## src/hdl/card_sram_map.vh

```
// Register offsets, field positions and reset values of the external port
`ifndef CARD_SRAM_MAP_VH
`define CARD_SRAM_MAP_VH

`define OFS_COMMON_CONTROL     8'h00
`define OFS_AREA5_BUS_CONTROL  8'h04
`define OFS_AREA6_BUS_CONTROL  8'h08
`define OFS_AREA5_WAIT_CONTROL 8'h0C
`define OFS_AREA6_WAIT_CONTROL 8'h10
`define OFS_AREA_BUS_CONTROL   8'h14
`define OFS_AREA_WAIT_CONTROL  8'h18
`define OFS_STATUS             8'h1C

`define RST_CONTROL            32'h0000_0000

// common_control
`define CC_MAP_SELECT          0
`define CC_BIG_ENDIAN          1

// area bus control fields
`define BC_IDLE_AFTER_WRITE    29:28
`define BC_IDLE_RD_WR_OTHER    27:26
`define BC_IDLE_RD_WR_SAME     25:24
`define BC_IDLE_RD_RD_OTHER    23:22
`define BC_IDLE_RD_RD_SAME     21:20
`define BC_MEMORY_KIND         15:12
`define BC_BUS_WIDTH_HI        10
`define BC_BUS_WIDTH_LO        9

// area wait control fields
`define WC_LOWER_HALF_KIND     0
`define WC_UPPER_HALF_KIND     1
`define WC_SOFT_WAIT           5:2
`define WC_SETUP_DELAY         9:6
`define WC_END_HOLD            13:10
`define WC_WRITE_HOLD          17:16
`define WC_BYTE_STROBE_STYLE   20

`define KIND_PC_CARD           4'h5
`define AREA_CARD_A            3'h5
`define AREA_CARD_B            3'h6
// Setup delay counts from which the wide-I/O indication is sampled
`define SETUP_SAMPLE_MIN       4'h2

`endif

```

## src/hdl/cycle_counter.v

```verilog
// Loadable down counter that times the phases of an external cycle
`timescale 1ns/1ps
module cycle_counter #(
  parameter W = 4
) (
  input  wire         clk,
  input  wire         reset,
  input  wire         load,
  input  wire [W-1:0] load_val,
  output wire         zero
);
  reg [W-1:0] cnt_reg;

  assign zero = (cnt_reg == {W{1'b0}});

  always @(posedge clk or posedge reset)
  begin
    if (reset)
      cnt_reg <= {W{1'b0}};
    else if (load)
      cnt_reg <= load_val;
    else if (!zero)
      cnt_reg <= cnt_reg - {{(W-1){1'b0}}, 1'b1};
  end
endmodule

```

## src/hdl/card_sram_port.v

```verilog
// External bus port: byte-select SRAM, PC card areas and idle insertion
//
// Added by the designer: the register addresses and the strobed register port.
`timescale 1ns/1ps
`include "card_sram_map.vh"

module card_sram_port (
  input  wire        clk,
  input  wire        reset,
  input  wire [7:0]  reg_addr,
  input  wire [31:0] reg_wdata,
  input  wire        reg_wr,
  input  wire        reg_rd,
  output reg  [31:0] reg_rdata,
  input  wire        req_valid,
  input  wire [28:0] req_addr,
  input  wire        req_write,
  input  wire        req_word,
  input  wire [15:0] req_wdata,
  output wire        req_ready,
  output reg         req_done,
  output reg  [15:0] req_rdata,
  output wire        bus_clock_out,
  output reg  [25:0] ext_addr,
  output reg  [15:0] data_out,
  input  wire [15:0] data_in,
  output reg         data_oe_n,
  output reg  [7:0]  area_select_n,
  output reg         rd_n,
  output reg         rd_wr_n,
  output reg  [1:0]  byte_enable_n,
  output reg         card_io_read_n,
  output reg         card_io_write_n,
  output reg         slot_a_enable_lower_n,
  output reg         slot_a_enable_upper_n,
  output reg         slot_b_enable_lower_n,
  output reg         slot_b_enable_upper_n,
  input  wire        wait_n,
  input  wire        card_wide_io_indication
);
  localparam S_IDLE  = 6'h01;
  localparam S_GAP   = 6'h02;
  localparam S_SETUP = 6'h04;
  localparam S_STRB  = 6'h08;
  localparam S_HOLD  = 6'h10;
  localparam S_DONE  = 6'h20;

  reg [31:0] common_control_reg;
  reg [31:0] area5_bus_control_reg;
  reg [31:0] area6_bus_control_reg;
  reg [31:0] area5_wait_control_reg;
  reg [31:0] area6_wait_control_reg;
  reg [31:0] area_bus_control_reg;
  reg [31:0] area_wait_control_reg;

  reg [5:0]  state_reg;
  reg [5:0]  state_next;
  reg [25:0] addr_reg;
  reg [2:0]  area_reg;
  reg        write_reg;
  reg        word_reg;
  reg [15:0] wdata_reg;
  reg        card_reg;
  reg        io_reg;
  reg        narrow_reg;
  reg        split_reg;
  reg        second_reg;
  reg        prev_valid_reg;
  reg        prev_write_reg;
  reg [2:0]  prev_area_reg;
  reg [1:0]  wait_sync_reg;
  reg [1:0]  wide_sync_reg;
  reg        sample_reg;

  reg        cnt_load;
  reg [3:0]  cnt_val;
  wire       cnt_zero;

  // Bus control of an area; areas other than 5 and 6 share one set
  function [31:0] bus_ctl;
    input [2:0]  area;
    input [31:0] bc5;
    input [31:0] bc6;
    input [31:0] bco;
    begin
      if (area == `AREA_CARD_A)
        bus_ctl = bc5;
      else if (area == `AREA_CARD_B)
        bus_ctl = bc6;
      else
        bus_ctl = bco;
    end
  endfunction

  function [31:0] wait_ctl;
    input [2:0]  area;
    input [31:0] wc5;
    input [31:0] wc6;
    input [31:0] wco;
    begin
      if (area == `AREA_CARD_A)
        wait_ctl = wc5;
      else if (area == `AREA_CARD_B)
        wait_ctl = wc6;
      else
        wait_ctl = wco;
    end
  endfunction

  // Idle count for the transition from the previous access to this one
  function [1:0] idle_count;
    input [31:0] bc;
    input        prev_write;
    input        cur_write;
    input        same_area;
    begin
      if (prev_write)
        idle_count = bc[`BC_IDLE_AFTER_WRITE];
      else if (cur_write)
        idle_count = same_area ? bc[`BC_IDLE_RD_WR_SAME]
                               : bc[`BC_IDLE_RD_WR_OTHER];
      else
        idle_count = same_area ? bc[`BC_IDLE_RD_RD_SAME]
                               : bc[`BC_IDLE_RD_RD_OTHER];
    end
  endfunction

  wire [2:0]  new_area = req_addr[28:26];
  wire [31:0] new_bc   = bus_ctl(new_area, area5_bus_control_reg,
                           area6_bus_control_reg, area_bus_control_reg);
  wire [31:0] new_wc   = wait_ctl(new_area, area5_wait_control_reg,
                           area6_wait_control_reg, area_wait_control_reg);
  wire [31:0] prev_bc  = bus_ctl(prev_area_reg, area5_bus_control_reg,
                           area6_bus_control_reg, area_bus_control_reg);
  wire [31:0] cur_wc   = wait_ctl(area_reg, area5_wait_control_reg,
                           area6_wait_control_reg, area_wait_control_reg);
  wire [31:0] cur_bc   = bus_ctl(area_reg, area5_bus_control_reg,
                           area6_bus_control_reg, area_bus_control_reg);

  wire new_is_card_area = (new_area == `AREA_CARD_A) ||
                          (new_area == `AREA_CARD_B);
  wire new_card = common_control_reg[`CC_MAP_SELECT] && new_is_card_area
                  && (new_bc[`BC_MEMORY_KIND] == `KIND_PC_CARD);
  // Upper half follows the low kind bit and lower half the high one;
  // this keeps both the per-half example and the all-I/O ranges valid
  wire new_io = new_card && (req_addr[25] ? new_wc[`WC_LOWER_HALF_KIND]
                : new_wc[`WC_UPPER_HALF_KIND]);
  // Width 8 only when software chose it; 16 otherwise
  wire new_narrow = !new_bc[`BC_BUS_WIDTH_HI]
                    && new_bc[`BC_BUS_WIDTH_LO];
  // Setup count of a card area must be loaded at the take edge too
  wire [3:0] new_setup = new_card ? new_wc[`WC_SETUP_DELAY] : 4'h0;

  wire [1:0] new_idle = prev_valid_reg ?
                        idle_count(prev_bc, prev_write_reg, req_write,
                                   prev_area_reg == new_area) : 2'h0;

  wire       style1 = cur_wc[`WC_BYTE_STROBE_STYLE];
  wire [3:0] setup_cnt = card_reg ? cur_wc[`WC_SETUP_DELAY] : 4'h0;
  wire [3:0] hold_cnt  = card_reg ? cur_wc[`WC_END_HOLD] :
                         (style1 && write_reg) ?
                         {2'h0, cur_wc[`WC_WRITE_HOLD]} : 4'h0;
  wire       wait_ok   = wait_sync_reg[1];
  // Only 16-bit area 6 word I/O in little endian may shrink on the fly
  wire       may_split = io_reg && word_reg && !narrow_reg
                         && (area_reg == `AREA_CARD_B)
                         && !common_control_reg[`CC_BIG_ENDIAN]
                         && !cur_bc[`BC_BUS_WIDTH_LO];

  assign req_ready     = state_reg[0];
  assign bus_clock_out = clk;

  cycle_counter #(.W(4)) phase_counter (
    .clk      (clk),
    .reset    (reset),
    .load     (cnt_load),
    .load_val (cnt_val),
    .zero     (cnt_zero)
  );

  always @*
  begin
    state_next = state_reg;
    cnt_load   = 1'b0;
    cnt_val    = 4'h0;
    case (state_reg)
      S_IDLE:
        if (req_valid)
        begin
          cnt_load = 1'b1;
          if (new_idle != 2'h0)
          begin
            state_next = S_GAP;
            cnt_val = {2'h0, new_idle - 2'h1};
          end
          else
          begin
            state_next = S_SETUP;
            cnt_val    = new_setup;
          end
        end
      S_GAP:
        if (cnt_zero)
        begin
          state_next = S_SETUP;
          cnt_load   = 1'b1;
          cnt_val    = setup_cnt;
        end
      S_SETUP:
        if (cnt_zero)
        begin
          state_next = S_STRB;
          cnt_load   = 1'b1;
          cnt_val    = cur_wc[`WC_SOFT_WAIT];
        end
      S_STRB:
        if (cnt_zero && wait_ok)
        begin
          state_next = S_HOLD;
          cnt_load   = 1'b1;
          cnt_val    = hold_cnt;
        end
      S_HOLD:
        if (cnt_zero)
        begin
          if (split_reg && !second_reg)
          begin
            state_next = S_SETUP;
            cnt_load   = 1'b1;
            cnt_val    = setup_cnt;
          end
          else
            state_next = S_DONE;
        end
      S_DONE:
        state_next = S_IDLE;
      default:
        state_next = S_IDLE;
    endcase
  end

  always @(posedge clk or posedge reset)
  begin
    if (reset)
    begin
      state_reg      <= S_IDLE;
      addr_reg       <= 26'h0000000;
      area_reg       <= 3'h0;
      write_reg      <= 1'b0;
      word_reg       <= 1'b0;
      wdata_reg      <= 16'h0000;
      card_reg       <= 1'b0;
      io_reg         <= 1'b0;
      narrow_reg     <= 1'b0;
      split_reg      <= 1'b0;
      second_reg     <= 1'b0;
      prev_valid_reg <= 1'b0;
      prev_write_reg <= 1'b0;
      prev_area_reg  <= 3'h0;
      req_done       <= 1'b0;
      req_rdata      <= 16'h0000;
      wait_sync_reg  <= 2'h3;
      wide_sync_reg  <= 2'h0;
      sample_reg     <= 1'b0;
    end
    else
    begin
      state_reg     <= state_next;
      req_done      <= state_reg[5];
      wait_sync_reg <= {wait_sync_reg[0], wait_n};
      wide_sync_reg <= {wide_sync_reg[0], card_wide_io_indication};
      if (state_reg[0] && req_valid)
      begin
        addr_reg   <= req_addr[25:0];
        area_reg   <= new_area;
        write_reg  <= req_write;
        word_reg   <= req_word;
        wdata_reg  <= req_wdata;
        card_reg   <= new_card;
        io_reg     <= new_io;
        narrow_reg <= new_narrow;
        split_reg  <= req_word && new_narrow;
        second_reg <= 1'b0;
      end
      // Indication looked at only in the first pass of a wide I/O word
      if (may_split && !second_reg &&
          ((state_reg[2] && setup_cnt >= `SETUP_SAMPLE_MIN) ||
           state_reg[3]) && wide_sync_reg[1])
        split_reg <= 1'b1;
      if (state_reg[4] && cnt_zero && split_reg && !second_reg)
        second_reg <= 1'b1;
      // Pins trail the state by one cycle, so read data is taken one edge
      // after the strobe state ends, while the pin strobe is still low
      sample_reg <= state_reg[3] && cnt_zero && wait_ok && !write_reg;
      if (sample_reg)
      begin
        if (!split_reg)
          req_rdata <= data_in;
        else if (second_reg)
          req_rdata[15:8] <= data_in[7:0];
        else
          req_rdata[7:0] <= data_in[7:0];
      end
      if (state_reg[5])
      begin
        prev_valid_reg <= 1'b1;
        prev_write_reg <= write_reg;
        prev_area_reg  <= area_reg;
      end
    end
  end

  // Pin drive, registered one cycle behind the phase state
  wire active = state_reg[2] | state_reg[3] | state_reg[4];
  wire strobe = state_reg[3];
  wire [1:0] lanes = split_reg ? 2'h1 :
                     word_reg ? 2'h3 :
                     addr_reg[0] ? 2'h2 : 2'h1;
  wire [1:0] card_lanes = (split_reg || narrow_reg) ? 2'h1 : lanes;
  wire       hi_byte = split_reg ? second_reg : (narrow_reg && addr_reg[0]);

  always @(posedge clk or posedge reset)
  begin
    if (reset)
    begin
      ext_addr              <= 26'h0000000;
      data_out              <= 16'h0000;
      data_oe_n             <= 1'b1;
      area_select_n         <= 8'hFF;
      rd_n                  <= 1'b1;
      rd_wr_n               <= 1'b1;
      byte_enable_n         <= 2'h3;
      card_io_read_n        <= 1'b1;
      card_io_write_n       <= 1'b1;
      slot_a_enable_lower_n <= 1'b1;
      slot_a_enable_upper_n <= 1'b1;
      slot_b_enable_lower_n <= 1'b1;
      slot_b_enable_upper_n <= 1'b1;
    end
    else
    begin
      // A24 passes straight out so it can select attribute memory
      ext_addr <= {addr_reg[25:1], addr_reg[0] | second_reg};
      data_out <= hi_byte ? {8'h00, wdata_reg[15:8]} : wdata_reg;
      data_oe_n <= !(active && write_reg);
      area_select_n <= ~({7'h00, active && !card_reg} << area_reg);
      rd_n <= !(strobe && !write_reg && !io_reg);
      card_io_read_n  <= !(strobe && io_reg && !write_reg);
      card_io_write_n <= !(strobe && io_reg && write_reg);
      if (card_reg)
      begin
        rd_wr_n       <= !(active && write_reg);
        byte_enable_n <= {1'b1, !(strobe && write_reg && !io_reg)};
      end
      else if (style1)
      begin
        rd_wr_n       <= !(strobe && write_reg);
        byte_enable_n <= ~(lanes & {2{active}});
      end
      else
      begin
        rd_wr_n       <= !(active && write_reg);
        byte_enable_n <= ~(lanes & {2{strobe}});
      end
      slot_a_enable_lower_n <= !(active && card_reg && card_lanes[0]
                                 && area_reg == `AREA_CARD_A);
      slot_a_enable_upper_n <= !(active && card_reg && card_lanes[1]
                                 && area_reg == `AREA_CARD_A);
      slot_b_enable_lower_n <= !(active && card_reg && card_lanes[0]
                                 && area_reg == `AREA_CARD_B);
      slot_b_enable_upper_n <= !(active && card_reg && card_lanes[1]
                                 && area_reg == `AREA_CARD_B);
    end
  end

  // Register port: writes take effect at once, read data one cycle later
  always @(posedge clk or posedge reset)
  begin
    if (reset)
    begin
      common_control_reg     <= `RST_CONTROL;
      area5_bus_control_reg  <= `RST_CONTROL;
      area6_bus_control_reg  <= `RST_CONTROL;
      area5_wait_control_reg <= `RST_CONTROL;
      area6_wait_control_reg <= `RST_CONTROL;
      area_bus_control_reg   <= `RST_CONTROL;
      area_wait_control_reg  <= `RST_CONTROL;
      reg_rdata              <= 32'h0000_0000;
    end
    else
    begin
      if (reg_wr)
      begin
        case (reg_addr)
          `OFS_COMMON_CONTROL:     common_control_reg     <= reg_wdata;
          `OFS_AREA5_BUS_CONTROL:  area5_bus_control_reg  <= reg_wdata;
          `OFS_AREA6_BUS_CONTROL:  area6_bus_control_reg  <= reg_wdata;
          `OFS_AREA5_WAIT_CONTROL: area5_wait_control_reg <= reg_wdata;
          `OFS_AREA6_WAIT_CONTROL: area6_wait_control_reg <= reg_wdata;
          `OFS_AREA_BUS_CONTROL:   area_bus_control_reg   <= reg_wdata;
          `OFS_AREA_WAIT_CONTROL:  area_wait_control_reg  <= reg_wdata;
          default:                 ;
        endcase
      end
      reg_rdata <= 32'h0000_0000;
      if (reg_rd)
      begin
        case (reg_addr)
          `OFS_COMMON_CONTROL:     reg_rdata <= common_control_reg;
          `OFS_AREA5_BUS_CONTROL:  reg_rdata <= area5_bus_control_reg;
          `OFS_AREA6_BUS_CONTROL:  reg_rdata <= area6_bus_control_reg;
          `OFS_AREA5_WAIT_CONTROL: reg_rdata <= area5_wait_control_reg;
          `OFS_AREA6_WAIT_CONTROL: reg_rdata <= area6_wait_control_reg;
          `OFS_AREA_BUS_CONTROL:   reg_rdata <= area_bus_control_reg;
          `OFS_AREA_WAIT_CONTROL:  reg_rdata <= area_wait_control_reg;
          `OFS_STATUS:
            reg_rdata <= {21'h000000, io_reg, card_reg, second_reg,
                          split_reg, !state_reg[0], state_reg};
          default:                 reg_rdata <= 32'h0000_0000;
        endcase
      end
    end
  end
endmodule

```

## config.mk

```make
export PLATFORM = sky130hd
export DESIGN_NAME = card_sram_port
export DESIGN_NICKNAME = d
export VERILOG_FILES = /design/src/hdl/cycle_counter.v /design/src/hdl/card_sram_port.v
export VERILOG_INCLUDE_DIRS = /design/src /design/src/hdl
export SDC_FILE = /design/constraint.sdc
export NUM_CORES = 1
export LEC_CHECK = 0
export BUFFER_PORTS_ARGS = -buffer_cell sky130_fd_sc_hd__buf_2
export CAP_MARGIN = 10
export CORE_MARGIN = 1.5
export CORE_UTILIZATION = 56
export DETAILED_ROUTE_END_ITERATION = 8
export GPL_TIMING_DRIVEN = 0
export PLACE_DENSITY = 0.85
export SETUP_SLACK_MARGIN = 0.2
export SKIP_CTS_REPAIR_TIMING = 1
export SLEW_MARGIN = 40
export SYNTH_ARGS = -nofsm -noshare
export SYNTH_HDL_FRONTEND = slang
export SYNTH_SLANG_ARGS = --single-unit
```

## constraint.sdc

```tcl
create_clock -name clk -period 14.9 [get_ports clk]
set_input_delay 0.745 -clock clk [delete_from_list [all_inputs] [get_ports clk]]
set_output_delay 0.745 -clock clk [all_outputs]
set_load 0.05 [all_outputs]
```

Word-level counts from Yosys, hierarchy flattened
Index checks and enable logic that the tools add are counted.

word-level totals
  word-level logic and storage cells = 224
  input bits = 110
  register bits = 406
  output and inout bits = 112

cells by class
  multiplexer cells = 63
  order comparisons = 1
  bitwise gates (word level) = 8
  add/sub/neg operators = 2
  eq/ne operators = 28
  reduce and logical (&&, ||, !) cells = 79
  shift operators = 1

operators with widths
  cell                                                                   count
  32-bit one-hot mux with 8 select lines                                 1
  16-bit two-way mux                                                     4
  30-bit two-way mux                                                     2
  4-bit two-way mux                                                      12
  21-bit two-way mux                                                     2
  1-bit logical AND                                                      41
  10-bit two-way mux                                                     4
  6-bit two-way mux                                                      6
  8-bit by 5-bit equality test with 1-bit output, second input constant  4
  32-bit two-way mux                                                     1
  6-bit one-hot mux with 5 select lines                                  1
  2-bit two-way mux                                                      12
  4-bit one-hot mux with 5 select lines                                  1
  1-bit logical NOT                                                      19
  3-bit equality test, second input constant                             6
  2-bit AND reduction                                                    9
  8-bit by 4-bit equality test with 1-bit output, second input constant  2
  8-bit two-way mux                                                      2
  2-bit inequality test, second input constant                           7
  1-bit two-way mux                                                      13
  8-bit by 3-bit equality test with 1-bit output, second input constant  1
  8-bit logical NOT                                                      1
  8-bit NOT                                                              1
  1-bit by 3-bit << shifter with 8-bit output                            1
  21 further kinds                                                       29

Longest topological paths before layout
  word-level depth = 12
  mapped depth = 10
  mapped depth without buffers = 9

Hierarchy
A second synthesis with hierarchy kept.

unflattened totals
  cells, all modules = 1274
  area total of the unflattened synthesis = 17063.9 µm²

by module, submodules not included
  module          area an instance (µm²)  cells each  times used  seq. area each (µm²)
  card_sram_port  16829.9                 1251        1           10087.2
  cycle_counter   234.0                   23          1           100.1

==> flow_summary_export.csv <==
group,metric,value,unit
grt,grt_pass1_wl,74600,um
worst_setup_path,path_class,"clk -> out",
final_layout,n_fill_cell,2062,
synthesis,synth_edf_count,0,
clocking,clkSlewWorstSetupHoldPaths,0.06,ns
worst_setup_path,crit_required,14.16,ns
die,rows,63,
pwr,ir_drop,0.08937,mV
synthesis,synth.distinct_cells,66,
die,die_y,178.1,um
sta,slew_viol_final,0,
sta,relSlewSlack,35.75,%
placed_design,place_area,0.01890,mm^2
worst_setup_path,arrival,8.01,ns
die,initial_utilization,57.44,%
pwr,p_leak,9.620,nW
placed_design,io_buffers,218,
routing,routed_wl,49400,um
routing,routed_via_density,6.499,
placed_design,gp_congestion,0.9377,
final_layout,multi_input_area,0.006613,mm^2
synthesis,yosysWarnings,0,
grt,grt-ovfl-total,0,
routing,wire_per_inst,24.90,um
final_layout,area_delta_synth_final,19.00,%
synthesis,synth_nets,1398,
routing,drc,0,
pwr,pwr_density_cell,162.5,mW/mm^2
worst_setup_path,regToRegSetupSlack,12.17,ns
worst_setup_path,cp-start-kind,"clock port",
worst_setup_path,crit_path_end_kind,"output pin",
routing,postRouteAntennaNets,0,
worst_setup_path,crit_fanout,2,
final_layout,drive_above_1_share,34.42,%
die,coreArea,0.02987,mm^2
final_layout,final_util,68.35,%
synthesis,yosysSeqAreaShare,59.37,%
sta,tns,0,ns
die,pin_count,222,
grt,grt_pass1_vias,12912,
routing,vias,12894,
final_layout,seqCellArea,0.01019,mm^2
pwr,power.total,3.319,mW
synthesis,synthArstFlopShare,100.0,%
sta,clock_skew,0.02340,ns
sta,rsz0062_at_grt,"no",
grt,grtUsageTotal,31.54,%
synthesis,avgSynthCellArea,13.33,um^2
sta,setup_viol,0,
sta,worstMarginPinSlew,0.9638,ns
grt,grt_max_degree,84,
final_layout,final_common_cell,"dfrtp_1",
hold_path,hp-class,"in -> async",
placed_design,hpwl,33380,um
synthesis,synthCells,1287,
status,status,"finished clean",
final_layout,final_cell_mix,"dfrtp_1, buf_2, mux2_2, mux2_1, a22oi_1",
routing,drtPass1Iterations,7,
die,die_x,178.1,um
final_layout,nNetsFinal,1668,
synthesis,synth_area,0.01716,mm^2
synthesis,dominantRegCellSynth,"dfrtp_1",
sta,hold_viol_final,0,
synthesis,ys_ff_latch,406,
clocking,cts_tree,"yes",
grt,antenna_found_initial,7,
routing,drtIter0Drc,1334,
clocking,insertion_delay,0.67,ns
die,dieArea,0.03170,mm^2
run,cap_violations,0,
final_layout,fin_area,0.02042,mm^2
path summary, 6_finish.rpt:
check / from / to / cells past startpoint
max: clk / bus_clock_out / 4
min: reset / ext_addr[11] / 2
max reg2reg: area_reg[0] / phase_counter.cnt_reg[0] / 9
min reg2reg: wait_sync_reg[0] / wait_sync_reg[1] / 0
max in group asynchronous: reset / reg_rdata[30] / 5
min in group clk: wait_n / wait_sync_reg[0] / 1
layer usage:
metal | up-vias | track usage (%) | wire, um
met5 | - | 0 | 41
met4 | 6 | 16.84 | 2609
met3 | 182 | 6.586 | 4762
met2 | 786 | 50.75 | 23010
met1 | 6489 | 40.28 | 18980
li1 | 5431 | - | -
where the power goes:
group	internal [mW]	switching (mW)
sequential	1.28	0.0945
clock	0.672	0.450
combinational	0.249	0.579
logic make-up (layout without fill, tap and decap cells):
logic type      count (synthesis)  after routing  synth area share (%)
fa+ha+maj                       1              1               0.07290
mux                           300            300                 19.69
flops                         406            406                 59.37
buf+inv                        96            398                 2.282
simple gates                  180            180                 6.015
other cells                     0              5                     0
xor+xnor                        4              4                0.2041
compound gates                300            300                 12.37
cell type report:
cell class	count	share of cell area, %
Clock inverter	16	0.8333
Antenna cell	5	0.06127
Multi-Input combinational cell	785	32.38
Timing Repair Buffer	222	5.992
Clock buffer	64	6.464
Sequential cell	406	49.89
Buffer	84	1.734
Tap cell	390	2.390
Inverter	12	0.2573
synth_stat cells (3+ instances only):
cell	number	share of area [%]
and2_1	10	0.36
a221oi_1	10	0.51
dfstp_2	22	3.4
nor2_1	26	0.57
and3_1	5	0.18
mux2i_1	8	0.47
mux2_2	185	12
nand4b_1	4	0.20
nand3_1	18	0.52
and3b_1	3	0.15
o22ai_1	27	0.98
a222oi_1	22	1.3
nand2b_1	4	0.15
clkbuf_1	48	1.0
a21oi_1	27	0.79
nand3b_1	14	0.61
xor2_1	4	0.20
dfrtp_1	384	56
buf_2	19	0.55
o21ai_1	5	0.15
a31oi_1	33	1.2
nor3b_1	4	0.17
nor2b_1	9	0.33
a32o_1	3	0.17
o211ai_1	3	0.13
nor3_2	3	0.17
nor4_4	3	0.37
a22o_1	21	1.1
mux2_1	106	7.0
inv_1	12	0.26
a22oi_1	76	3.3
nand4_1	4	0.15
buf_1	15	0.33
o221ai_1	9	0.46
nand2_1	50	1.1
nor3_1	9	0.26
o21ai_0	43	1.3
critical path, cell delays in order:
cell,delay (ns)
clkbuf_16,0.12
clkbuf_16,0.13
buf_4,0.11
buf_2,0.20
through the flow:
stage	worst slack (ns)	hold slack, ns	instances
after floorplan	2.897	0.3312	1287
after CTS	6.138	0.05523	1979
final	6.143	0.06107	1984
after global routing	6.126	0.06901	1981
after global placement	-0.7211	0.3363	1895
after detailed placement	6.405	0.3491	1900
Note: power is estimated with default switching activity, not from simulation.
